<file path="src/usb_ident_regs.svh">
// constants for the usb identity and bus current indicator logic
// assumes a 250 MHz ref_clk; included by bare name
`ifndef USB_IDENT_REGS_SVH
`define USB_IDENT_REGS_SVH
`define CLK_PERIOD_NS 4
`define STRAP_SAMPLE_NS 1000
`define STRAP_SAMPLE_CYC ((`STRAP_SAMPLE_NS + `CLK_PERIOD_NS - 1) / `CLK_PERIOD_NS)
`define MEM_VID_LO 3'h0
`define MEM_VID_HI 3'h1
`define MEM_PID_LO 3'h2
`define MEM_PID_HI 3'h3
`define MEM_ATTR 3'h4
`define MEM_MAXPWR 3'h5
`define MEM_SIG 3'h7
`define MEM_WORDS 8
`define UNIT_LOAD_LIMIT 8'h32
`define DEF_ATTR 8'ha0
`define DEF_MAXPWR 8'h2f
`define NUM_CHANNELS 4'h2
`define NUM_CONFIGS 4'h1
`define NUM_CTRL_EP 4'h1
`define IF_PER_CHANNEL 4'h2
`define CDC_CLASS 8'h02
`define ACM_SUBCLASS 8'h02
`endif

</file>
<file path="src/unused_placeholder_none.sv">
// intentionally empty design file slot; holds nothing
`timescale 1ns/1ns
`default_nettype none
`default_nettype wire

</file>
<file path="src/usb_ident_pkg.sv">
// types for the usb identity and bus current indicator logic
// assumes nothing beyond the constants header
`default_nettype none
package usb_ident_pkg;
   typedef enum logic [1:0] {LD_IDLE = 2'b00, LD_SCAN = 2'b01, LD_DONE = 2'b10} load_state_t;
   typedef enum logic [0:0] {PS_SAMPLE = 1'b0, PS_RUN = 1'b1} pol_state_t;
endpackage : usb_ident_pkg
`default_nettype wire

</file>
<file path="src/cfg_mem_if.sv">
// carrier between the identity logic and its config byte store
// assumes one clock shared by both ends
`timescale 1ns/1ns
`default_nettype none
interface cfg_mem_if;
   logic wr_en;
   logic [2:0] wr_addr;
   logic [7:0] wr_data;
   logic [2:0] rd_addr;
   logic [7:0] rd_data;
   modport user (output wr_en, output wr_addr, output wr_data, output rd_addr, input rd_data);
   modport store (input wr_en, input wr_addr, input wr_data, input rd_addr, output rd_data);
endinterface : cfg_mem_if
`default_nettype wire

</file>
<file path="src/usb_identity_and_power_status.sv">
// usb identity values and bus current indicator for a two channel bridge
// assumes usb core flags and the config memory loader run on ref_clk
`timescale 1ns/1ns
`default_nettype none
`include "usb_ident_regs.svh"
module usb_identity_and_power_status
#(
   parameter logic [15:0] DEF_VENDOR_ID = 16'h1234, // arbitrary value
   parameter logic [15:0] DEF_PRODUCT_ID = 16'h5678, // arbitrary value
   parameter logic [7:0] MEM_SIGNATURE = 8'ha5 // arbitrary value
)
(
   input wire logic ref_clk,
   input wire logic resetn,
   input wire logic usb_suspended,
   input wire logic usb_configured,
   input wire logic usb_bus_reset,
   input wire logic sda_strap,
   input wire logic scl_strap,
   input wire logic ld_wr,
   input wire logic [2:0] ld_addr,
   input wire logic [7:0] ld_data,
   input wire logic ld_done,
   input wire logic bus_current_unsafe_indicator_i,
   output logic bus_current_unsafe_indicator_o,
   output logic bus_current_unsafe_indicator_oe,
   output logic [15:0] vendor_id,
   output logic [15:0] product_id,
   output logic [7:0] cfg_attributes,
   output logic [7:0] cfg_max_power,
   output logic mem_valid,
   output logic ident_ready,
   output logic [3:0] num_configs,
   output logic [3:0] num_ctrl_ep,
   output logic [3:0] num_interfaces,
   output logic [3:0] num_bulk_in_ep,
   output logic [3:0] num_bulk_out_ep,
   output logic [3:0] num_intr_ep,
   output logic [7:0] if_class,
   output logic [7:0] if_subclass
);
   logic [1:0] rst_sync_ff;
   logic rst_n;
   logic [2:0] ind_sync_ff;
   logic [2:0] sda_sync_ff;
   logic [2:0] scl_sync_ff;
   usb_ident_pkg::load_state_t ld_state_ff, nxt_ld_state;
   usb_ident_pkg::pol_state_t pol_state_ff;
   logic [3:0] scan_cnt_ff;
   logic cap_vld_ff;
   logic [2:0] cap_addr_ff;
   logic [7:0] byte_ff [0:`MEM_WORDS-1];
   logic straps_high_ff;
   logic valid_ff;
   logic ready_ff;
   logic [8:0] samp_cnt_ff;
   logic pol_high_ff;
   logic ind_o_ff;
   logic [7:0] act_max_power;
   logic high_power;
   logic unsafe;
   logic ind_stable;
   logic samp_end;
   logic [7:0] sig_byte;
   cfg_mem_if mem ();

   // reset release through two flops, assertion stays asynchronous
   always_ff @(posedge ref_clk or negedge resetn)
   begin
      if (!resetn)
         rst_sync_ff <= 2'b00;
      else
         rst_sync_ff <= {rst_sync_ff[0], 1'b1};
   end
   assign rst_n = rst_sync_ff[1];

   // pin inputs pass three flops; only stages two and three are compared
   always_ff @(posedge ref_clk or negedge rst_n)
   begin
      if (!rst_n)
      begin
         ind_sync_ff <= 3'h0;
         sda_sync_ff <= 3'h0;
         scl_sync_ff <= 3'h0;
      end
      else
      begin
         ind_sync_ff <= {ind_sync_ff[1:0], bus_current_unsafe_indicator_i};
         sda_sync_ff <= {sda_sync_ff[1:0], sda_strap};
         scl_sync_ff <= {scl_sync_ff[1:0], scl_strap};
      end
   end
   assign ind_stable = ind_sync_ff[1] == ind_sync_ff[2];

   cfg_byte_store u_store
   (
      .ref_clk(ref_clk),
      .rst_n(rst_n),
      .mem(mem)
   );

   // loader writes straight into the store
   assign mem.wr_en = ld_wr;
   assign mem.wr_addr = ld_addr;
   assign mem.wr_data = ld_data;
   assign mem.rd_addr = scan_cnt_ff[2:0];

   // scan eight bytes; two extra counts (eight and nine) let byte seven land before the compare
   always_comb
   begin
      nxt_ld_state = ld_state_ff;
      unique case (ld_state_ff)
         usb_ident_pkg::LD_IDLE:
            if (ld_done)
               nxt_ld_state = usb_ident_pkg::LD_SCAN;
         usb_ident_pkg::LD_SCAN:
            if (scan_cnt_ff == 4'h9)
               nxt_ld_state = usb_ident_pkg::LD_DONE;
         usb_ident_pkg::LD_DONE:
            nxt_ld_state = usb_ident_pkg::LD_DONE;
         default:
            nxt_ld_state = usb_ident_pkg::LD_IDLE;
      endcase
   end

   always_ff @(posedge ref_clk or negedge rst_n)
   begin
      if (!rst_n)
      begin
         ld_state_ff <= usb_ident_pkg::LD_IDLE;
         scan_cnt_ff <= 4'h0;
         cap_vld_ff <= 1'b0;
         cap_addr_ff <= 3'h0;
      end
      else
      begin
         ld_state_ff <= nxt_ld_state;
         cap_vld_ff <= (ld_state_ff == usb_ident_pkg::LD_SCAN) && !scan_cnt_ff[3];
         cap_addr_ff <= scan_cnt_ff[2:0];
         if (ld_state_ff == usb_ident_pkg::LD_SCAN && scan_cnt_ff != 4'h9)
            scan_cnt_ff <= scan_cnt_ff + 4'h1;
      end
   end

   // shadow copy, one entry per byte
   genvar gi;
   generate
      for (gi = 0; gi < `MEM_WORDS; gi++)
      begin : g_shadow
         always_ff @(posedge ref_clk or negedge rst_n)
         begin
            if (!rst_n)
               byte_ff[gi] <= 8'h00;
            else if (cap_vld_ff && cap_addr_ff == 3'(gi))
               byte_ff[gi] <= mem.rd_data;
         end
      end
   endgenerate

   // straps sampled every cycle while LD_IDLE, held from the start of the scan
   assign sig_byte = byte_ff[`MEM_SIG];
   always_ff @(posedge ref_clk or negedge rst_n)
   begin
      if (!rst_n)
      begin
         straps_high_ff <= 1'b0;
         valid_ff <= 1'b0;
         ready_ff <= 1'b0;
      end
      else
      begin
         if (ld_state_ff == usb_ident_pkg::LD_IDLE)
            straps_high_ff <= sda_sync_ff[2] && scl_sync_ff[2];
         if (ld_state_ff == usb_ident_pkg::LD_SCAN && scan_cnt_ff == 4'h9)
         begin
            valid_ff <= straps_high_ff && (sig_byte == MEM_SIGNATURE);
            ready_ff <= 1'b1;
         end
      end
   end

   // memory image wins only when validated
   assign act_max_power = valid_ff ? byte_ff[`MEM_MAXPWR] : `DEF_MAXPWR;
   assign high_power = act_max_power > `UNIT_LOAD_LIMIT;
   assign unsafe = usb_suspended || (high_power && !usb_configured);

   // indicator polarity: release pin, wait, then latch the settled strap
   assign samp_end = samp_cnt_ff == 9'(`STRAP_SAMPLE_CYC - 1);
   always_ff @(posedge ref_clk or negedge rst_n)
   begin
      if (!rst_n)
      begin
         pol_state_ff <= usb_ident_pkg::PS_SAMPLE;
         samp_cnt_ff <= 9'h000;
         pol_high_ff <= 1'b1;
         ind_o_ff <= 1'b0;
      end
      else if (usb_bus_reset)
      begin
         pol_state_ff <= usb_ident_pkg::PS_SAMPLE;
         samp_cnt_ff <= 9'h000;
      end
      else if (pol_state_ff == usb_ident_pkg::PS_SAMPLE)
      begin
         if (!samp_end)
            samp_cnt_ff <= samp_cnt_ff + 9'h001;
         else if (ind_stable)
         begin
            pol_high_ff <= ind_sync_ff[2];
            pol_state_ff <= usb_ident_pkg::PS_RUN;
         end
      end
      else
         ind_o_ff <= unsafe ? pol_high_ff : !pol_high_ff;
   end
   // pin is only driven once the polarity is known
   assign bus_current_unsafe_indicator_o = ind_o_ff;
   assign bus_current_unsafe_indicator_oe = pol_state_ff == usb_ident_pkg::PS_RUN;

   // identity and descriptor shape outputs
   always_ff @(posedge ref_clk or negedge rst_n)
   begin
      if (!rst_n)
      begin
         vendor_id <= 16'h0000;
         product_id <= 16'h0000;
         cfg_attributes <= 8'h00;
         cfg_max_power <= 8'h00;
      end
      else
      begin
         vendor_id <= valid_ff ? {byte_ff[`MEM_VID_HI], byte_ff[`MEM_VID_LO]}
                               : DEF_VENDOR_ID;
         product_id <= valid_ff ? {byte_ff[`MEM_PID_HI], byte_ff[`MEM_PID_LO]}
                                : DEF_PRODUCT_ID;
         cfg_attributes <= valid_ff ? byte_ff[`MEM_ATTR] : `DEF_ATTR;
         cfg_max_power <= act_max_power;
      end
   end
   assign mem_valid = valid_ff;
   assign ident_ready = ready_ff;
   assign num_configs = `NUM_CONFIGS;
   assign num_ctrl_ep = `NUM_CTRL_EP;
   assign num_interfaces = 4'(`NUM_CHANNELS * `IF_PER_CHANNEL);
   assign num_bulk_in_ep = `NUM_CHANNELS;
   assign num_bulk_out_ep = `NUM_CHANNELS;
   assign num_intr_ep = `NUM_CHANNELS;
   assign if_class = `CDC_CLASS;
   assign if_subclass = `ACM_SUBCLASS;

   // checks
   unsafe_level_a: assert property (@(posedge ref_clk) disable iff (!rst_n)
      (pol_state_ff == usb_ident_pkg::PS_RUN && $past(pol_state_ff == usb_ident_pkg::PS_RUN)
       && $past(unsafe)) |-> ind_o_ff == pol_high_ff) else $error("indicator not asserted");
   low_power_a: assert property (@(posedge ref_clk) disable iff (!rst_n)
      (!high_power && !usb_suspended && pol_state_ff == usb_ident_pkg::PS_RUN) |=>
      (usb_bus_reset || $past(usb_bus_reset) || ind_o_ff != pol_high_ff))
      else $error("low power device asserted outside suspend");
   high_power_a: assert property (@(posedge ref_clk) disable iff (!rst_n)
      (high_power && !usb_configured && !usb_bus_reset
       && pol_state_ff == usb_ident_pkg::PS_RUN) |=> ind_o_ff == pol_high_ff)
      else $error("unconfigured high power not asserted");
   release_safe_a: assert property (@(posedge ref_clk) disable iff (!rst_n)
      (!unsafe && !usb_bus_reset && pol_state_ff == usb_ident_pkg::PS_RUN) |=>
      ind_o_ff == !pol_high_ff) else $error("indicator not released");
   resample_a: assert property (@(posedge ref_clk) disable iff (!rst_n)
      usb_bus_reset |=> !bus_current_unsafe_indicator_oe[*8])
      else $error("pin driven during strap sample");
   pol_latch_a: assert property (@(posedge ref_clk) disable iff (!rst_n)
      (pol_state_ff == usb_ident_pkg::PS_SAMPLE && samp_end && ind_stable && !usb_bus_reset)
      |=> pol_high_ff == $past(ind_sync_ff[2])) else $error("polarity not latched");
   sig_check_a: assert property (@(posedge ref_clk) disable iff (!rst_n)
      $rose(ready_ff) |-> valid_ff == (straps_high_ff && sig_byte == MEM_SIGNATURE))
      else $error("signature check wrong");
   scan_time_a: assert property (@(posedge ref_clk) disable iff (!rst_n)
      (ld_done && ld_state_ff == usb_ident_pkg::LD_IDLE) |-> ##[10:11] ready_ff)
      else $error("scan did not finish in time");
   vid_sel_a: assert property (@(posedge ref_clk) disable iff (!rst_n)
      rst_n |=> vendor_id == ($past(valid_ff) ? {$past(byte_ff[1]), $past(byte_ff[0])}
                                        : DEF_VENDOR_ID)) else $error("vendor id source");
   pid_sel_a: assert property (@(posedge ref_clk) disable iff (!rst_n)
      (ready_ff && !valid_ff) |=> product_id == DEF_PRODUCT_ID) else $error("product id");
   thresh_a: assert property (@(posedge ref_clk) disable iff (!rst_n)
      high_power == ((valid_ff ? byte_ff[5] : 8'h2f) > 8'h32)) else $error("threshold");
   load_valid_c: cover property (@(posedge ref_clk) disable iff (!rst_n) $rose(valid_ff));
   suspend_c: cover property (@(posedge ref_clk) disable iff (!rst_n)
      usb_suspended && bus_current_unsafe_indicator_oe);
   bus_reset_c: cover property (@(posedge ref_clk) disable iff (!rst_n)
      usb_bus_reset ##[1:300] bus_current_unsafe_indicator_oe);
   high_pwr_c: cover property (@(posedge ref_clk) disable iff (!rst_n) high_power && ready_ff);
endmodule : usb_identity_and_power_status
`default_nettype wire

</file>
<file path="src/cfg_byte_store.sv">
// eight byte store for the external config memory image
// assumes writes and reads on ref_clk; read data registered
`timescale 1ns/1ns
`default_nettype none
`include "usb_ident_regs.svh"
module cfg_byte_store
(
   input wire logic ref_clk,
   input wire logic rst_n,
   cfg_mem_if.store mem
);
   logic [7:0] mem_ff [0:`MEM_WORDS-1];
   logic [7:0] rd_ff;

   // storage has no reset; image is only trusted after a full load
   always_ff @(posedge ref_clk)
   begin
      if (mem.wr_en)
      begin
         mem_ff[mem.wr_addr] <= mem.wr_data;
      end
   end

   // registered read port
   always_ff @(posedge ref_clk or negedge rst_n)
   begin
      if (!rst_n)
         rd_ff <= 8'h00;
      else
         rd_ff <= mem_ff[mem.rd_addr];
   end

   assign mem.rd_data = rd_ff;
endmodule : cfg_byte_store
`default_nettype wire

</file>
<file path="config.mk">
export PLATFORM = sky130hd
export DESIGN_NAME = usb_identity_and_power_status
export DESIGN_NICKNAME = d
export VERILOG_FILES = /design/src/unused_placeholder_none.sv /design/src/usb_ident_pkg.sv /design/src/cfg_mem_if.sv /design/src/usb_identity_and_power_status.sv /design/src/cfg_byte_store.sv
export VERILOG_INCLUDE_DIRS = /design/src
export SDC_FILE = /design/constraint.sdc
export NUM_CORES = 1
export LEC_CHECK = 0
export BUFFER_PORTS_ARGS = -buffer_cell sky130_fd_sc_hd__buf_2
export CORE_ASPECT_RATIO = 0.7
export CORE_MARGIN = 2
export CORE_UTILIZATION = 61
export DETAILED_ROUTE_END_ITERATION = 10
export GPL_ROUTABILITY_DRIVEN = 0
export PLACE_DENSITY = 0.84
export SLEW_MARGIN = 20
export SYNTH_ARGS = -nofsm -noshare
export SYNTH_HDL_FRONTEND = slang
export SYNTH_SLANG_ARGS = --single-unit
</file>
<file path="constraint.sdc">
create_clock -name ref_clk -period 6.5 [get_ports ref_clk]
set_input_delay 0.325 -clock ref_clk [delete_from_list [all_inputs] [get_ports ref_clk]]
set_output_delay 0.325 -clock ref_clk [all_outputs]
set_load 0.1 [all_outputs]
</file>
==> results of run 1 <==
metal layers:
layer / GRT usage, % / wire (µm) / vias up
met5: 0 / 0 / -
met4: 4.80 / 199 / 0
met3: 3.80 / 567 / 17
met2: 33.3 / 6870 / 97
met1: 26.8 / 5880 / 2147
li1: - / - / 1879
cell type report:
cell class	count	area, µm²	share of cell area [%]
Sequential cell	212	5630	61.6
Multi-Input combinational cell	270	2270	24.8
Clock buffer	23	510	5.58
Timing Repair Buffer	80	434	4.75
Tap cell	166	208	2.27
Clock inverter	11	57.6	0.629
Inverter	9	33.8	0.369
kinds of logic (layout without fill, tap and decap cells):
family / after synthesis / count (layout)
flip-flops: 212 / 212
AND/OR/NAND/NOR: 112 / 112
multiplexers: 83 / 83
buffers and inverters: 62 / 123
AO/OA/AOI/OAI: 17 / 17
XOR/XNOR: 10 / 10
adder cells (fa/ha/maj): 7 / 7
other: 2 / 41
cell usage in the layout, fill, tap and decap left out, types with 3 or more instances in the layout:
master / n
nand2_1: 15
edfxtp_1: 64
nand3_1: 3
nand4b_1: 4
inv_1: 9
clkbuf_16: 19
clkinv_2: 9
conb_1: 41
nand4_1: 5
ha_1: 7
mux4_1: 8
nor2_1: 14
or3_1: 3
buf_2: 72
xor2_1: 4
buf_4: 3
nand2b_1: 26
xnor2_1: 6
mux4_2: 8
nor3_1: 3
a21oi_1: 4
dfrtp_1: 145
dlygate4sd3_1: 4
and2_1: 28
mux2_2: 65
o21ai_0: 6
cell usage after synthesis, drive strengths merged, types with 2 or more instances:
cell type	number	share of area, %
inv	9	0.41
or3	3	0.23
o21ai	7	0.47
dfrtp	147	45
xnor2	6	0.64
and2	28	2.1
nand3	3	0.18
nor3	5	0.58
ha	7	1.1
mux4	16	4.8
xor2	4	0.43
edfxtp	64	24
nor2	14	0.64
nand4	5	0.38
buf	47	4.4
a211oi	2	0.18
nand2b	27	2.1
nor3b	3	0.55
conb	2	0.092
mux2	66	9.1
nand4b	4	0.43
clkbuf	6	0.28
nand2	15	0.69
a21oi	4	0.25
report_power, final:
part           internal [µW]  leakage (µW)  switching (µW)  total [µW]
clock network            562      0.000292             455        1020
registers               1610       0.00240             286        1900
logic                    337       0.00126             279         615
metrics by stage:
stage	setup slack [ns]	util (%)	total power, µW	std cells	cell area [µm²]
after global placement	4.13	65.2	2480	733	8540
final	4.29	69.9	3530	771	9150
after floorplan	2.07	-	2390	544	8310
after detailed placement	4.06	65.2	2540	733	8540
after CTS	3.99	69.8	3560	771	9140
after global routing	4.15	69.9	3700	771	9150
worst register-to-register path: stages (launching register included):
cell	delay [ns]
dfrtp_2	0.75
ha_1	0.28
nand2_1	0.07
o21ai_2	0.19
a21boi_0	0.32
mux2_2	0.38
sequential cells by signal (all words and copies together), names as in the netlist, 2 cells and up:
register	count
cfg_max_power	8
scl_sync_ff	3
byte_ff	48
sig_byte	8
rst_sync_ff	2
ld_state_ff	2
ind_sync_ff	3
cfg_attributes	8
vendor_id	16
samp_cnt_ff	9
scan_cnt_ff	4
sda_sync_ff	3
product_id	16
u_store.mem.rd_data	8
cap_addr_ff	3
u_store.mem_ff	64
what timing repair did:
item / in CTS / in global routing
hold endpoints to repair: 5 / 0
endpoints found under the setup margin: 0 / 0
hold buffers: 4 / 0
gates resized for setup: 0 / 0
worst max path at each step:
stage / startpoint / cells after the start / slack [ns] / endpoint
6_report: mem_valid / 2 / 4.29 / mem_valid
5_1_grt: mem_valid / 2 / 4.15 / mem_valid
4_1_cts: scan_cnt_ff[0] / 5 / 3.99 / ld_state_ff[0]
3_5_place_dp: scan_cnt_ff[0] / 5 / 4.06 / ld_state_ff[0]
3_3_place_gp: scan_cnt_ff[0] / 5 / 4.13 / ld_state_ff[0]
2_1_floorplan: rst_sync_ff[1] / 0 / 2.07 / bus_current_unsafe_indicator_o
==> metrics.md, run 1 <==
| Metric | Value |
|---|---|
| Clock-pin slew on the worst setup and hold paths | 0.07 ns |
| Critical path arrival | 1.88 ns |
| Sequential share of the synthesized area | 68.9% |
| Outcome | completed |
| Die area | 14,300 µm² |
| Tmin final | 2.21 ns |
| Compound-Gate Fraction of Synth Area | 1.35% |
| Vias post-DR | 4,140 |
| Clock skew | 0.0159 ns |
| Drt total wl | 13.5 mm |
| Pin count of the biggest net entering global routing | 83 |
| GRT Resource Usage Total | 19.6% |
| Setup crit end kind | primary output |
| First-pass GRT wire length | 21.4 mm |
| Cell variety after synth | 44 |
| Relative slew slack | 39.5% |
| I/O Buffers | 72 |
| Synth Area in Adders | 1.07% |
| Dominant combinational cell family by area after synthesis | multiplexers |
| Worst Tran Pin Value | 0.905 ns |
| Initial Utilization | 62.4% |
| Core area | 13,100 µm² |
| CP Class | reg -> out |
| Primary FF master, synth | dfrtp_1 |
| Starting DRT DRC Count | 172 |
| Synthesized flop and latch total | 212 |
| Hold Path Cell Cnt | 1 |
| Register-to-register setup slack | 4.40 ns |
| Power per cell area | 386 nW/µm² |
| Post-route antenna net violation count | 0 |
| Fmax | 0.453 GHz |
| Die W | 142 µm |
| FF-to-FF Start | scan_cnt_ff[0] |
| Finish-stage setup viols | 0 |
| Hold_ws | 0.120 ns |
| Vias in the first global route | 4,156 |
| DR pass1 iterations | 4 |
| Worst reg2reg endpoint | ld_state_ff[0] |
| Crit-path max cell delay | 0.50 ns |
| CP required | 6.17 ns |
| Area delta synth->final | 12.0% |
| Fin nets | 620 |
| Synth Area in XOR/XNOR | 1.07% |
| Number of flops mapped to enable cells by yosys | 64 |
| Register-to-Register Path Depth | 5 |
| Die Height | 101 µm |
| Worst path bufs/invs | 2 |
| Critical Path Source Type | flop |
| Slew Viols, Final | 0 |
| Period utilization | 34.0% |
| Maximum VDD drop | 215 µV |
| Fin Setup TNS | 0 ns |
| Dpl hpwl | 8.54 mm |
| Worst skew pair latency | 0.48 ns |
| Fillcell total | 833 |
| Residual DRC | 0 |
| Simple-gate area share of the yosys netlist | 8.41% |
| CTS sink count | 212 |
| Grt total ovfl | 0 |
| Cell family with most CP delay | buffers and inverters |
| Root buf cell | clkbuf_16 |
| CP max FO | 45 |
| Clock H-tree levels | 1 |
| Layout cell share with drive strength beyond 1 | 31.4% |
| Average wire per cell in the routed design | 17.5 µm |
| Max Cap Viol | 0 |
| Max Buffers Root-to-Sink | 3 |
| WHS Endpoint | u_store.mem_ff[1][7] |
| Antenna violations before repair | 0 |
| HP Class | in -> reg |
| Num CTS Buffers | 19 |
| Mapped Cells | 505 |
| Post-CTS Setup Inserts | 0 |
| Syn Area/Cell | 16.2 µm² |
| Lkg Pwr | 0.00395 µW |
| Crit path cell chain | buf_4, buf_2 |
| N_diodes | 0 |
| IO Pins | 113 |
| CTS tree | yes |
| Final hold violation count | 0 |
| Post-synthesis mux area share | 14.0% |
| RSZ-0062 raised after global routing | no |
| Share of flip-flops with an asynchronous set or reset | 69.8% |
| CP max-delay cell | buf_2 |
| Hold wc startpoint | ld_data[7] |
| Post-synthesis instance area | 8170 µm² |
| Ys Warns | 0 |
| Rows | 35 |
| DR vias/cell | 5.37 |
Power figures use the tool's default switching activity.
==> run 2, diff against run 1 <==
--- a/config.mk
+++ b/config.mk
@@ -6,13 +6,14 @@
 export SDC_FILE = /design/constraint.sdc
 export NUM_CORES = 1
 export LEC_CHECK = 0
+export ABC_AREA = 1
 export BUFFER_PORTS_ARGS = -buffer_cell sky130_fd_sc_hd__buf_2
 export CORE_ASPECT_RATIO = 0.7
 export CORE_MARGIN = 2
-export CORE_UTILIZATION = 61
+export CORE_UTILIZATION = 57
 export DETAILED_ROUTE_END_ITERATION = 10
 export GPL_ROUTABILITY_DRIVEN = 0
-export PLACE_DENSITY = 0.84
+export PLACE_DENSITY = 0.79
 export SLEW_MARGIN = 20
 export SYNTH_ARGS = -nofsm -noshare
 export SYNTH_HDL_FRONTEND = slang
==> constraint.sdc (replaced) <==
create_clock -name ref_clk -period 2.2 [get_ports ref_clk]
set_input_delay 0.11 -clock ref_clk [delete_from_list [all_inputs] [get_ports ref_clk]]
set_output_delay 0.11 -clock ref_clk [all_outputs]
set_load 0.1 [all_outputs]
==> run 2 against run 1 <==
Compared with the run above: hold slack got worse by 0.11 ns; final area increased by 3.4%; setup slack worse by 3.8 ns; register-to-register slack got worse by 4.0 ns; count of clock-buffer cells in the layout increased by 7; final cell count is 36% higher; routed wire length grew 18%; non-clock buffer count rose by 23; synthesized cell count up 48%; first-iteration DRC count grew 130%; clock skew down 0.0025 ns; global-route usage is 1.8 points higher.
==> metrics.md, run 2 <==
| Metric | Value |
|---|---|
| Outcome | completed (unchanged) |
| DR pass1 iterations | 5 (was 4) |
| Setup crit end kind | flop (was primary output) |
| FF-to-FF Start | scan_cnt_ff[2] (was scan_cnt_ff[0]) |
| I/O Buffers | 72 (unchanged) |
| Ys Warns | 0 (unchanged) |
| CP Class | reg -> reg (was reg -> out) |
| Area delta synth->final | 15.9% (was 12.0%) |
| Vias in the first global route | 5,213 (was 4,156) |
| Fin nets | 876 (was 620) |
| Final hold violation count | 0 (unchanged) |
| Crit path cell chain | inv_2, nand3_1, nand2_1, o21ai_0, nor2_1, a21oi_1 (was buf_4, buf_2) |
| Post-CTS Setup Inserts | 0 (unchanged) |
| Worst reg2reg endpoint | ld_state_ff[1] (was ld_state_ff[0]) |
| Synthesized flop and latch total | 212 (unchanged) |
| Slew Viols, Final | 0 (unchanged) |
| Most common cell after layout, fill and taps aside | nand2_1 (was dfrtp_1) |
| Crit-path max cell delay | 0.56 ns (was 0.50 ns) |
| Core area | 14,000 µm² (was 13,100 µm²) |
| Residual DRC | 0 (unchanged) |
| Finish-stage setup viols | 0 (unchanged) |
| CTS tree | yes (unchanged) |
| CP required | 2.56 ns (was 6.17 ns) |
| Layout cell share with drive strength beyond 1 | 17.1% (was 31.4%) |
| Hold_ws | 0.00589 ns (was 0.120 ns) |
| CP max-delay cell | dfrtp_1 (was buf_2) |
| Vias post-DR | 5,358 (was 4,140) |
| Num CTS Buffers | 20 (was 19) |
| GRT Resource Usage Total | 21.4% (was 19.6%) |
| Post-synthesis instance area | 8160 µm² (was 8170 µm²) |
| Most frequent cell after synthesis | nand2_1 (was dfrtp_1) |
| Fin Setup TNS | 0 ns (unchanged) |
| Critical path arrival | 2.11 ns (was 1.88 ns) |
| RSZ-0062 raised after global routing | no (unchanged) |
| N_diodes | 0 (unchanged) |
| Final core occ | 67.7% (was 69.9%) |
| Syn Area/Cell | 10.9 µm² (was 16.2 µm²) |
| Starting DRT DRC Count | 400 (was 172) |
| CP max FO | 11 (was 45) |
| Largest register FFs | 64 (unchanged) |
| Max Cap Viol | 0 (unchanged) |
| Critical Path Source Type | flop (unchanged) |
| Initial Utilization | 58.4% (was 62.4%) |
| Antenna violations before repair | 0 (unchanged) |
| Hold Path Cell Cnt | 5 (was 1) |
| IO Pins | 113 (unchanged) |
| Clock skew | 0.0134 ns (was 0.0159 ns) |
| Dpl hpwl | 10.1 mm (was 8.54 mm) |
| Average wire per cell in the routed design | 15.1 µm (was 17.5 µm) |
| Yosys top cell by area | dfrtp_1 (unchanged) |
| WHS Endpoint | bus_current_unsafe_indicator_o (was u_store.mem_ff[1][7]) |
| Die W | 147 µm (was 142 µm) |
| Period utilization | 79.6% |
| Primary FF master, synth | dfrtp_1 (unchanged) |
| Worst Tran Pin Value | 0.550 ns (was 0.905 ns) |
| Leading cell types by count after synthesis | nand2_1, dfrtp_1, o21ai_0 (was dfrtp_1, mux2_2, edfxtp_1) |
| First-pass GRT wire length | 26.1 mm (was 21.4 mm) |
| Share of flip-flops with an asynchronous set or reset | 69.8% (unchanged) |
| Die Height | 104 µm (was 101 µm) |
| CTS sink count | 212 (unchanged) |
| DR vias/cell | 5.09 (was 5.37) |
| Clock H-tree levels | 1 (unchanged) |
| Fmax | 0.571 GHz |
| Grt total ovfl | 0 (unchanged) |
| Rows | 36 (was 35) |
| Cell variety after synth | 29 (was 44) |
| Mapped Cells | 746 (was 505) |
| Biggest register | u_store.mem_ff (unchanged) |
| Root buf cell | clkbuf_16 (unchanged) |
| Share of the synthesized area in the top cell type | 45.1% (was 45.0%) |
| Clock-pin slew on the worst setup and hold paths | 0.06 ns (was 0.07 ns) |
| Die area | 15,300 µm² (was 14,300 µm²) |
| Number of flops mapped to enable cells by yosys | 64 (unchanged) |
| Pin count of the biggest net entering global routing | 47 (was 83) |
| Tmin final | 1.75 ns |
| Hold wc startpoint | usb_suspended (was ld_data[7]) |
| Top post-synthesis cells by area | dfrtp_1, edfxtp_1, nand2_1, o21ai_0, buf_4 (was dfrtp_1, edfxtp_1, mux2_2, buf_4, mux4_1) |
| Worst skew pair latency | 0.49 ns (was 0.48 ns) |
| Post-route antenna net violation count | 0 (unchanged) |
| Max Buffers Root-to-Sink | 3 (unchanged) |
| HP Class | in -> reg (unchanged) |
| Commonest non-fill, non-tap cells in the layout | nand2_1, dfrtp_1, o21ai_0 (was dfrtp_1, buf_2, mux2_2) |
| Relative slew slack | 63.2% (was 39.5%) |
| Sequential share of the synthesized area | 68.9% (about the same) |
| Register-to-register setup slack | 0.45 ns (was 4.40 ns) |
| Register-to-Register Path Depth | 6 (was 5) |
| Biggest regs | u_store.mem_ff (64), byte_ff (48) (unchanged) |
| Drt total wl | 15.9 mm (was 13.5 mm) |
[run 2: cell count changes in the layout (fill, tap and decap cells not counted), moves of 16 or more]
cell / delta
nand2_1: +137
o21ai_0: +84
mux2_2: -65
inv_1: +63
nor2_1: +51
and2_1: -28
nand2b_1: -26
or2_2: +21
o22ai_1: +16
[run 2: worst max path at each step]
stage | startpoint | endpoint | cells past startpoint
after floorplan | mem_valid | bus_current_unsafe_indicator_o | 10
after global placement | scan_cnt_ff[2] | scan_cnt_ff[3] | 6
after detailed placement | scan_cnt_ff[2] | scan_cnt_ff[3] | 6
after CTS | scan_cnt_ff[2] | ld_state_ff[0] | 6
after global routing | scan_cnt_ff[2] | scan_cnt_ff[3] | 6
final | scan_cnt_ff[2] | ld_state_ff[1] | 6
[run 2: repair_timing]
item / 4_1_cts / 5_1_grt
endpoints found under the hold margin: 74 / 0
gates resized for setup: 0 / 0
hold buffers: 14 / 0
[run 2: layout make-up]
class	count	area [µm²]
tap	190	238
clock inverter	6	58.8
sequential	212	5630
fill	1024	4500
inverter	74	278
clock buffer	30	589
timing repair buffer	103	653
multi-input combinational	437	2010
[run 2: metal layers]
layer | track usage (%) | up-vias | wire length [µm]
met1 | 30.5 | 2579 | 6940
met4 | 5.56 | 0 | 268
met3 | 4.12 | 30 | 1200
li1 | - | 2524 | -
met5 | 0 | - | 0
met2 | 34.5 | 225 | 7520
[run 2: critical path, delay by kind of cell, from the launching register on]
kind,cells,cell delay [ns]
and+or+nand+nor,3,0.52
DFF,1,0.56
AOI/OAI and AO/OA,2,0.25
buffers and inverters,1,0.28
[run 2: logic make-up (layout without fill, tap and decap cells)]
family                     Yosys count  in the layout  synth area share [%]
xor gates and xnor gates             5              5                 0.537
other                                2             41                0.0920
adders and majority gates            7              7                  1.07
buffers and inverters              136            213                  8.20
and+or+nand+nor                    263            263                  13.5
AOI/OAI and AO/OA                  121            121                  7.70
DFF                                212            212                  68.9
[run 2: stage by stage]
step	cell area (µm²)	cells	setup slack, ns
2_1_floorplan	8310	785	0.338
3_3_place_gp	8670	1002	0.606
3_5_place_dp	8670	1002	0.526
4_1_cts	9460	1052	0.490
5_1_grt	9460	1052	0.292
6_report	9460	1052	0.448
Power of run 2 is not shown: default switching activity piles up to over one toggle a cycle in this logic, so the estimate is an artifact.
